File: config.mk
export PLATFORM = sky130hd
export DESIGN_NAME = spse_top
export DESIGN_NICKNAME = d
export VERILOG_FILES = /design/src/rtl/spse_pkg.sv /design/src/rtl/spse_fill_if.sv /design/src/rtl/spse_fill.sv /design/src/rtl/spse_top.sv
export VERILOG_INCLUDE_DIRS = /design/src /design/src/rtl
export SDC_FILE = /design/constraint.sdc
export NUM_CORES = 1
export LEC_CHECK = 0
export ABC_AREA = 0
export BUFFER_PORTS_ARGS = -buffer_cell sky130_fd_sc_hd__buf_2
export CAP_MARGIN = 20
export CORE_ASPECT_RATIO = 0.9
export CORE_UTILIZATION = 52
export DETAILED_ROUTE_END_ITERATION = 8
export PLACE_DENSITY = 0.91
export RECOVER_POWER = 100
export SYNTH_ARGS = -nofsm -noshare
export SYNTH_HDL_FRONTEND = slang
export SYNTH_SLANG_ARGS = --single-unit
File: constraint.sdc
create_clock -name ref_clk -period 1.7 [get_ports ref_clk]
set_input_delay 0.085 -clock ref_clk [delete_from_list [all_inputs] [get_ports ref_clk]]
set_output_delay 0.085 -clock ref_clk [all_outputs]
set_load 0.005 [all_outputs]
File: src/rtl/spse_cfg.svh
// Purpose: constants for the status pin select and error fill block
// Assumes: register addresses are 7-bit word indices on the control port
// Notes: definitions only
`ifndef SPSE_CFG_SVH
`define SPSE_CFG_SVH

// ==========================================================
// register addresses
`define SPSE_ADDR_W 7
`define SPSE_REG_W 9
`define SPSE_ADDR_SEL12 7'h26
`define SPSE_ADDR_SEL34 7'h27

// ==========================================================
// field positions
`define SPSE_LO_FIELD_LSB 0
`define SPSE_HI_FIELD_LSB 4
`define SPSE_MODE_BIT 8

// ==========================================================
// reset values
`define SPSE_SEL12_RST 9'h010
`define SPSE_SEL34_RST 9'h032

// ==========================================================
// pin count
`define SPSE_PINS 4
`define SPSE_IN_PINS 2

`endif

File: src/rtl/spse_pkg.sv
// Purpose: types for the status pin select and error fill block
// Assumes: nothing beyond the cfg header
// Notes: codes follow the 4-bit select field encoding
package spse_pkg;

    // ======================================================
    // pin select codes
    typedef enum logic [3:0] {
        SPSE_SRC_INT_N = 4'h0,
        SPSE_SRC_V = 4'h1,
        SPSE_SRC_U = 4'h2,
        SPSE_SRC_C = 4'h3,
        SPSE_SRC_P = 4'h4,
        SPSE_SRC_SFRM = 4'h5,
        SPSE_SRC_BLK192 = 4'h6,
        SPSE_SRC_UNLOCK = 4'h7,
        SPSE_SRC_CSU = 4'h8,
        SPSE_SRC_INVALID = 4'h9,
        SPSE_SRC_ZERO = 4'hA,
        SPSE_SRC_FLAG_A = 4'hB,
        SPSE_SRC_COPY_N = 4'hC,
        SPSE_SRC_DEEMPH = 4'hD,
        SPSE_SRC_IN_CMOS = 4'hE,
        SPSE_SRC_IN_COMP = 4'hF
    } spse_src_t;

    // ======================================================
    // fill behaviour
    typedef enum logic {
        SPSE_FILL_LAST = 1'b0,
        SPSE_FILL_ZERO = 1'b1
    } spse_fill_t;

endpackage : spse_pkg

File: src/rtl/spse_fill_if.sv
// Purpose: carrier between the pin select top and the fill stage
// Assumes: one clock domain
// Notes: top drives controls and samples, fill returns the result
`timescale 1ns/100ps
`default_nettype none

interface spse_fill_if #(parameter int DATA_W = 24);
    logic fill_select;
    logic invalid_handling_disable;
    logic transfer_error_flag;
    logic invalid_flag;
    logic transfer_error_flag_masked;
    logic invalid_masked;
    logic [DATA_W-1:0] in_data;
    logic in_valid;
    logic [DATA_W-1:0] out_data;
    logic out_valid;
    logic out_active;

    modport top (
        output fill_select, invalid_handling_disable,
        output transfer_error_flag, invalid_flag,
        output transfer_error_flag_masked, invalid_masked,
        output in_data, in_valid,
        input out_data, out_valid, out_active
    );

    modport fill (
        input fill_select, invalid_handling_disable,
        input transfer_error_flag, invalid_flag,
        input transfer_error_flag_masked, invalid_masked,
        input in_data, in_valid,
        output out_data, out_valid, out_active
    );
endinterface : spse_fill_if

`default_nettype wire

File: src/rtl/spse_fill.sv
// Purpose: replaces receiver samples while a qualifying error flag is set
// Assumes: flags and masks are levels in the receiver clock domain
// Notes: output is one cycle behind the input sample strobe
`timescale 1ns/100ps
`default_nettype none

module spse_fill #(
    parameter int DATA_W = 24
) (
    input wire logic ref_clk,
    input wire logic sys_rst,
    spse_fill_if.fill fi
);

    logic [DATA_W-1:0] data_q;
    logic [DATA_W-1:0] data_d;
    logic [DATA_W-1:0] last_q;
    logic [DATA_W-1:0] last_d;
    logic valid_q;
    logic valid_d;
    logic active_q;
    logic active_d;
    logic trans_qual;
    logic inv_qual;
    logic qual;

    // ======================================================
    // qualify and replace
    always_comb begin
        trans_qual = fi.transfer_error_flag_masked & fi.transfer_error_flag;
        inv_qual = fi.invalid_masked & fi.invalid_flag
                   & ~fi.invalid_handling_disable;
        qual = trans_qual | inv_qual;
        data_d = data_q;
        last_d = last_q;
        valid_d = fi.in_valid;
        active_d = qual;
        if (fi.in_valid) begin
            if (qual) begin
                if (fi.fill_select == spse_pkg::SPSE_FILL_ZERO) begin
                    data_d = '0;
                end else begin
                    data_d = last_q;
                end
            end else begin
                data_d = fi.in_data;
                last_d = fi.in_data;
            end
        end
    end

    always_ff @(posedge ref_clk) begin
        if (sys_rst) begin
            data_q <= '0;
            last_q <= '0;
            valid_q <= 1'b0;
            active_q <= 1'b0;
        end else begin
            data_q <= data_d;
            last_q <= last_d;
            valid_q <= valid_d;
            active_q <= active_d;
        end
    end

    assign fi.out_data = data_q;
    assign fi.out_valid = valid_q;
    assign fi.out_active = active_q;

endmodule : spse_fill

`default_nettype wire

File: src/rtl/spse_top.sv
// Purpose: status pin routing for pins 1 to 4 and receiver error fill
// Assumes: all inputs synchronous to ref_clk; masks come from the
//          interrupt mask register outside this block
// Notes: registers are written and read on the control port below
`timescale 1ns/100ps
`default_nettype none
`include "spse_cfg.svh"

module spse_top #(
    parameter int DATA_W = 24
) (
    input wire logic ref_clk,
    input wire logic sys_rst,
    input wire logic reg_wr_en,
    input wire logic reg_rd_en,
    input wire logic [`SPSE_ADDR_W-1:0] reg_addr,
    input wire logic [`SPSE_REG_W-1:0] reg_wr_data,
    output logic [`SPSE_REG_W-1:0] reg_rd_data,
    input wire logic interrupt_out_n,
    input wire logic v,
    input wire logic u,
    input wire logic c,
    input wire logic p,
    input wire logic subframe_clock,
    input wire logic block_start_192,
    input wire logic lock_loss_flag,
    input wire logic channel_status_update,
    input wire logic invalid_flag,
    input wire logic zero_detect_flag,
    input wire logic flag_a,
    input wire logic copy_permit_n,
    input wire logic deemphasis_flag,
    input wire logic transfer_error_flag,
    input wire logic transfer_error_flag_masked,
    input wire logic invalid_masked,
    input wire logic [DATA_W-1:0] rx_data,
    input wire logic rx_data_valid,
    output logic [`SPSE_PINS-1:0] pin_out,
    output logic [`SPSE_PINS-1:0] pin_oe,
    input wire logic [`SPSE_IN_PINS-1:0] pin34_in,
    output logic [`SPSE_IN_PINS-1:0] spdif_alt_en,
    output logic [`SPSE_IN_PINS-1:0] spdif_alt_cmp,
    output logic [`SPSE_IN_PINS-1:0] spdif_alt_data,
    output logic [DATA_W-1:0] fill_data,
    output logic fill_data_valid,
    output logic fill_active
);

    // ======================================================
    // helpers
    function automatic logic [3:0] sel_field(
        input logic [`SPSE_REG_W-1:0] r,
        input logic hi
    );
        logic [3:0] f;
        f = hi ? r[`SPSE_HI_FIELD_LSB +: 4] : r[`SPSE_LO_FIELD_LSB +: 4];
        return f;
    endfunction : sel_field

    function automatic logic is_input_code(input logic [3:0] code);
        logic r;
        r = (code == spse_pkg::SPSE_SRC_IN_CMOS)
            || (code == spse_pkg::SPSE_SRC_IN_COMP);
        return r;
    endfunction : is_input_code

    function automatic logic route_source(
        input logic [3:0] code,
        input logic [13:0] srcs
    );
        logic r;
        r = 1'b0;
        if (!is_input_code(code)) begin
            r = srcs[code];
        end
        return r;
    endfunction : route_source

    // ======================================================
    // select registers
    logic [`SPSE_REG_W-1:0] sel12_q;
    logic [`SPSE_REG_W-1:0] sel12_d;
    logic [`SPSE_REG_W-1:0] sel34_q;
    logic [`SPSE_REG_W-1:0] sel34_d;
    logic [`SPSE_REG_W-1:0] rd_data_q;
    logic [`SPSE_REG_W-1:0] rd_data_d;

    always_comb begin
        sel12_d = sel12_q;
        sel34_d = sel34_q;
        if (reg_wr_en) begin
            if (reg_addr == `SPSE_ADDR_SEL12) begin
                sel12_d = reg_wr_data;
            end
            if (reg_addr == `SPSE_ADDR_SEL34) begin
                sel34_d = reg_wr_data;
            end
        end
    end

    // read answers one cycle after the strobe; unmapped reads as zero
    always_comb begin
        rd_data_d = rd_data_q;
        if (reg_rd_en) begin
            case (reg_addr)
                `SPSE_ADDR_SEL12: begin
                    rd_data_d = sel12_q;
                end
                `SPSE_ADDR_SEL34: begin
                    rd_data_d = sel34_q;
                end
                default: begin
                    rd_data_d = '0;
                end
            endcase
        end
    end

    always_ff @(posedge ref_clk) begin
        if (sys_rst) begin
            sel12_q <= `SPSE_SEL12_RST;
            sel34_q <= `SPSE_SEL34_RST;
            rd_data_q <= '0;
        end else begin
            sel12_q <= sel12_d;
            sel34_q <= sel34_d;
            rd_data_q <= rd_data_d;
        end
    end

    assign reg_rd_data = rd_data_q;

    // ======================================================
    // status routing
    logic [13:0] src_vec;
    logic [3:0] code [`SPSE_PINS];
    logic [`SPSE_PINS-1:0] pin_out_q;
    logic [`SPSE_PINS-1:0] pin_out_d;
    logic [`SPSE_PINS-1:0] pin_oe_q;
    logic [`SPSE_PINS-1:0] pin_oe_d;

    assign src_vec = {
        deemphasis_flag,
        copy_permit_n,
        flag_a,
        zero_detect_flag,
        invalid_flag,
        channel_status_update,
        lock_loss_flag,
        block_start_192,
        subframe_clock,
        p,
        c,
        u,
        v,
        interrupt_out_n
    };

    always_comb begin
        code[0] = sel_field(sel12_q, 1'b0);
        code[1] = sel_field(sel12_q, 1'b1);
        code[2] = sel_field(sel34_q, 1'b0);
        code[3] = sel_field(sel34_q, 1'b1);
    end

    // pins 1 and 2 have no input path, so input codes there drive low
    always_comb begin
        for (int i = 0; i < `SPSE_PINS; i++) begin
            pin_out_d[i] = route_source(code[i], src_vec);
            pin_oe_d[i] = 1'b1;
        end
        for (int i = 2; i < `SPSE_PINS; i++) begin
            if (is_input_code(code[i])) begin
                pin_oe_d[i] = 1'b0;
            end
        end
    end

    always_ff @(posedge ref_clk) begin
        if (sys_rst) begin
            pin_out_q <= '0;
            pin_oe_q <= '0;
        end else begin
            pin_out_q <= pin_out_d;
            pin_oe_q <= pin_oe_d;
        end
    end

    assign pin_out = pin_out_q;
    assign pin_oe = pin_oe_q;

    // ======================================================
    // pins 3 and 4 as receiver inputs
    logic [`SPSE_IN_PINS-1:0] alt_en_q;
    logic [`SPSE_IN_PINS-1:0] alt_en_d;
    logic [`SPSE_IN_PINS-1:0] alt_cmp_q;
    logic [`SPSE_IN_PINS-1:0] alt_cmp_d;
    logic [`SPSE_IN_PINS-1:0] alt_data_q;
    logic [`SPSE_IN_PINS-1:0] alt_data_d;

    // data is gated by the select code, so the first input-mode cycle still carries the level the pin drove out
    always_comb begin
        for (int j = 0; j < `SPSE_IN_PINS; j++) begin
            alt_en_d[j] = 1'b0;
            alt_cmp_d[j] = 1'b0;
            alt_data_d[j] = 1'b0;
            case (code[j+2])
                spse_pkg::SPSE_SRC_IN_CMOS: begin
                    alt_en_d[j] = 1'b1;
                    alt_data_d[j] = pin34_in[j];
                end
                spse_pkg::SPSE_SRC_IN_COMP: begin
                    alt_en_d[j] = 1'b1;
                    alt_cmp_d[j] = 1'b1;
                    alt_data_d[j] = pin34_in[j];
                end
                default: begin
                    alt_en_d[j] = 1'b0;
                end
            endcase
        end
    end

    always_ff @(posedge ref_clk) begin
        if (sys_rst) begin
            alt_en_q <= '0;
            alt_cmp_q <= '0;
            alt_data_q <= '0;
        end else begin
            alt_en_q <= alt_en_d;
            alt_cmp_q <= alt_cmp_d;
            alt_data_q <= alt_data_d;
        end
    end

    assign spdif_alt_en = alt_en_q;
    assign spdif_alt_cmp = alt_cmp_q;
    assign spdif_alt_data = alt_data_q;

    // ======================================================
    // error fill stage
    spse_fill_if #(.DATA_W(DATA_W)) fill_bus ();

    // fill kind from pin 1/2 register
    assign fill_bus.fill_select = sel12_q[`SPSE_MODE_BIT];
    // invalid disable from pin 3/4 register
    assign fill_bus.invalid_handling_disable = sel34_q[`SPSE_MODE_BIT];
    assign fill_bus.transfer_error_flag = transfer_error_flag;
    assign fill_bus.invalid_flag = invalid_flag;
    assign fill_bus.transfer_error_flag_masked = transfer_error_flag_masked;
    assign fill_bus.invalid_masked = invalid_masked;
    assign fill_bus.in_data = rx_data;
    assign fill_bus.in_valid = rx_data_valid;

    spse_fill #(
        .DATA_W(DATA_W)
    ) u_fill (
        .ref_clk(ref_clk),
        .sys_rst(sys_rst),
        .fi(fill_bus)
    );

    assign fill_data = fill_bus.out_data;
    assign fill_data_valid = fill_bus.out_valid;
    assign fill_active = fill_bus.out_active;

endmodule : spse_top

`default_nettype wire

== Yosys cells after proc, flatten, opt, wreduce, memory -nomap -nowiden ==
Index checks and enable logic that the tools add are counted.
Operators by class
  add/subtract/negate cells: 0
  $mul: 0
  div/mod/pow operators: 0
  order comparisons: 4
  equal/unequal tests: 10
  shifts and indexed selects: 0
  muxes and demuxes: 18
  bitwise operators: 8
  reductions and logical operators: 15
Operators by type and width (number)
  $mux 24: 2
  $eq 4x4->1 const B: 8
  $lt 4x5->1 const B: 4
  $pmux 9 s2: 1
  $bmux 1 s4: 4
  $reduce_or 2->1: 8
  $eq 7x6->1 const B: 2
  $mux 1: 10
  $reduce_and 2->1: 3
  $logic_or 1x1->1: 4
  $not 1->1: 4
  $and 1x1->1: 3
  $mux 2: 1
  $or 1x1->1: 1
Word-level totals
  register bits: 91
  latch bits: 0
  RAM bits: 0
  memory bits (read-only): 0
  bits of input ports: 64
  output and inout bits: 49
  memories: 0

== Logic depth before layout (Yosys ltp) ==
  depth in word-level cells: 5
  mapped depth: 6
  depth with buffers taken out: 4

== Cells and area by module ==
A second synthesis with hierarchy kept.
Second synthesis, totals
  cell total of the unflattened synthesis: 462
  area total of the unflattened synthesis: 4370.4 µm²
By module, submodules not included
  spse_fill: times used 1, cells an instance 245, area each 2342.2 µm²
  spse_top: times used 1, cells an instance 217, area each 2028.2 µm²

== Least setup slack after synthesis ==
No wires, ideal clock.
  path type: register to register
  start: reg sel34_q[0]
  end: reg pin_out_q[2] (netlist: pin_out[2])
  library setup time: 134 ps
  arrival time: 1263 ps
  required time: 1566 ps
  slack: 303 ps
  cell stages (with the launch flop): 6
  path buffers: 1
  cells stage by stage: dfxtp_1 buf_6 mux4_2 nor2b_4 a211oi_2 a311oi_1
Between the ends
  cells in the longest elaborated chain, start to end: 3
RTL lines
  start, declared: RTL line spse_top.sv:83  | logic [`SPSE_REG_W-1:0] sel34_q;
  start signal, assigned: RTL line spse_top.sv:122  | sel34_q <= `SPSE_SEL34_RST;
  start signal, assigned: RTL line spse_top.sv:126  | sel34_q <= sel34_d;
  branches (longest 3 deep; another with $bmux 1 s4)
  end signal, assigned: RTL line spse_top.sv:184  | pin_out_q <= pin_out_d;
  end, declared: RTL line spse_top.sv:137  | logic [`SPSE_PINS-1:0] pin_out_q;
Several ways; the timed one is not identified. The select of a mux whose other input is x is not followed.
A chain may end at the register's enable or synchronous reset.

== Worst setup path after layout ==
Ends and elaborated chain as after synthesis.

==> out/metrics.yaml <==
synth_flop_cell: "dfxtp_1"
slowest_stage: "mux4_2"
path_clk_slew_ns: 0.09
synthesis.nets: 496
io_pins: 113
place_congestion: 0.920
clk_path_buf_depth: 2
cts_tree: "yes"
cp.buffers_inverters: 0
start_util_pct: 54.9
synth_seq_cells: 90
maxCapViolations: 0
nFillCells: 563
final_cell_mix: "dfxtp_1 (90), buf_2 (89), a21oi_1 (63)"
gr-usage-all-layers_pct: 25.3
synth-edff-count: 0
drv_slew: 0
hold_viol_final: 0
synthArstFlopShare_pct: 0
worstPathRequired_ns: 1.91
setup_viol: 0
die_w_um: 93.8
setup-tns-final_ns: 0
io_buffers: 112
h-tree-depth: 3
yosysWarningCount: 0
clock-sinks: 90
hold_slack_ns: 0.0202
total_power_mw: 4.08
critPathTopFamily: "multiplexers"
dp_hpwl_um: 6480
worstPathArrival_ns: 1.85
yosysUniqueCellTypes: 34
pre_cts_ws_ns: 0.0820
p_leak_nw: 2.03
fin_util_pct: 69.5
cts_made_buffers: 9
drt_iter0_markers: 295
viasPerCell: 5.44
period_share_pct: 96.3
skew_ns: 0.00864
tightest_slew_ns: 0.621
synthTopCellsByArea: "dfxtp_1 (46%), a21oi_1 (8.0%), mux2i_1 (7.1%)"
rsz0062_at_grt: "false"
layout_commonest_cell: "dfxtp_1"
drc: 0
max_stage_delay_ns: 0.55
fmax_mhz: 611
cp-end-kind: "register"
core-area_sq_um: 7180
synth_area_sq_um: 3940
slew_headroom_pct: 58.6
layout.nets: 623
ctsRootBufferMaster: "clkbuf_8"
hold_class: "in2reg"
first_pass_iters: 5
grt_antenna_before_repair: 0
cts_resized: 0
vias: 3577
wl_per_cell_um: 15.0
clk_latency_ns: 0.35
worstPathMaxFanout: 7
avgSynthCellArea_sq_um: 9.13
dieHeight_um: 84.6
num_rows: 29
overflow: 0
synth.top_cell.area_share_pct: 45.7
grt_first_pass_wirelength_um: 15900
crit_path_cell_trace: "mux4_2 -> nor2b_4 -> a211oi_2 -> a311oi_1"
power_density_nw_per_um2: 816
grt_pass1_vias: 3461
synthCells: 432
drt_wl_total_um: 9870
die-area_sq_um: 7940
cp-start-kind: "register"
status: "complete, no violations"
peakVddDrop_uv: 561
worstSetupPathType: "reg2reg"
final.setup.worst_slack_ns: 0.0626
cts_setup_buffers: 0
layout_min_cycle_time_ns: 1.64
synth_seq_area_share_pct: 45.7
grt_max_degree: 49
postRouteAntennaNets: 0
yosysTopAreaCell: "dfxtp_1"
hold_buffers: 33
area.growth.synth_to_final_pct: 26.6
drive_above_1_share_pct: 23.4
diodes: 0
## cell usage after synthesis, types with 2 or more instances
cell	n
buf_2	14
o2bb2ai_1	24
nand2b_1	11
mux4_2	5
dfxtp_1	90
nand3b_1	11
mux2_2	10
buf_4	3
o2111ai_1	3
buf_6	3
o211ai_1	4
nand3_1	14
and2_1	5
nor3_1	4
o21ai_0	5
nor2b_1	26
mux2i_1	28
o21ai_1	2
clkbuf_1	17
a21oi_1	63
a31oi_1	2
nand2_1	54
nor2_1	23
## sequential cells by signal, summed over array words and instances (netlist names)
name,flops
sel12_q,9
spdif_alt_en,2
spdif_alt_data,2
u_fill.fi.out_data,24
u_fill.last_q,24
sel34_q,9
pin_oe,3
u_fill.fi.out_valid,1
pin_out,4
reg_rd_data,9
u_fill.fi.out_active,1
spdif_alt_cmp,2
## power by group
| group | switching (mW) | internal (mW) |
|---|---|---|
| combinational | 0.248 | 0.239 |
| sequential | 0.0362 | 2.18 |
| clock | 0.755 | 0.614 |
## worst min-delay path: stages
cell and delay (ns):
buf_2 0.11, nand2_1 0.07, a21oi_1 0.06
## logic make-up after synthesis
logic type / synth area share (%)
and+or+nand+nor: 19.8
AOI/OAI and AO/OA: 16.7
muxes: 12.8
DFF: 45.7
buffers and inverters: 5.01
## worst paths after layout
kind,from,cells past startpoint,to,slack (ns)
setup / recovery,sel34_q[0]$_SDFFE_PP0P_,4,pin_out[2]$_SDFF_PP0_,0.06
setup reg to reg,sel34_q[0]$_SDFFE_PP0P_,4,pin_out[2]$_SDFF_PP0_,0.06
hold reg to reg,u_fill.last_q[8]$_SDFFE_PP0P_,2,u_fill.last_q[8]$_SDFFE_PP0P_,0.46
hold / removal,rx_data[4],3,u_fill.last_q[4]$_SDFFE_PP0P_,0.02
## layout make-up
cell class	instances	area, sq um	share of cell area, %
repair buffers	154	940	18.8
flip-flops and latches	90	1800	36.1
inverters	1	3.75	0.0752
multi-input cells	303	1940	38.9
clock buffers	11	151	3.03
clock inverters	5	36.3	0.727
well taps	93	116	2.33
## through the flow
step / instances / instance area, sq um
final: 657 / 4990
after CTS: 657 / 5040
after floorplan: 432 / 3940
after detailed placement: 608 / 4520
after global placement: 608 / 4520
after global routing: 657 / 4990
## routing by layer
metal,global-route usage (%),up-vias,routed length (um)
met5,0,-,0
met4,10.5,0,219
met1,31.9,1636,4300
met3,6.97,32,607
li1,-,1761,-
met2,40.7,148,4740
Note: power is estimated with default switching activity, not from simulation.
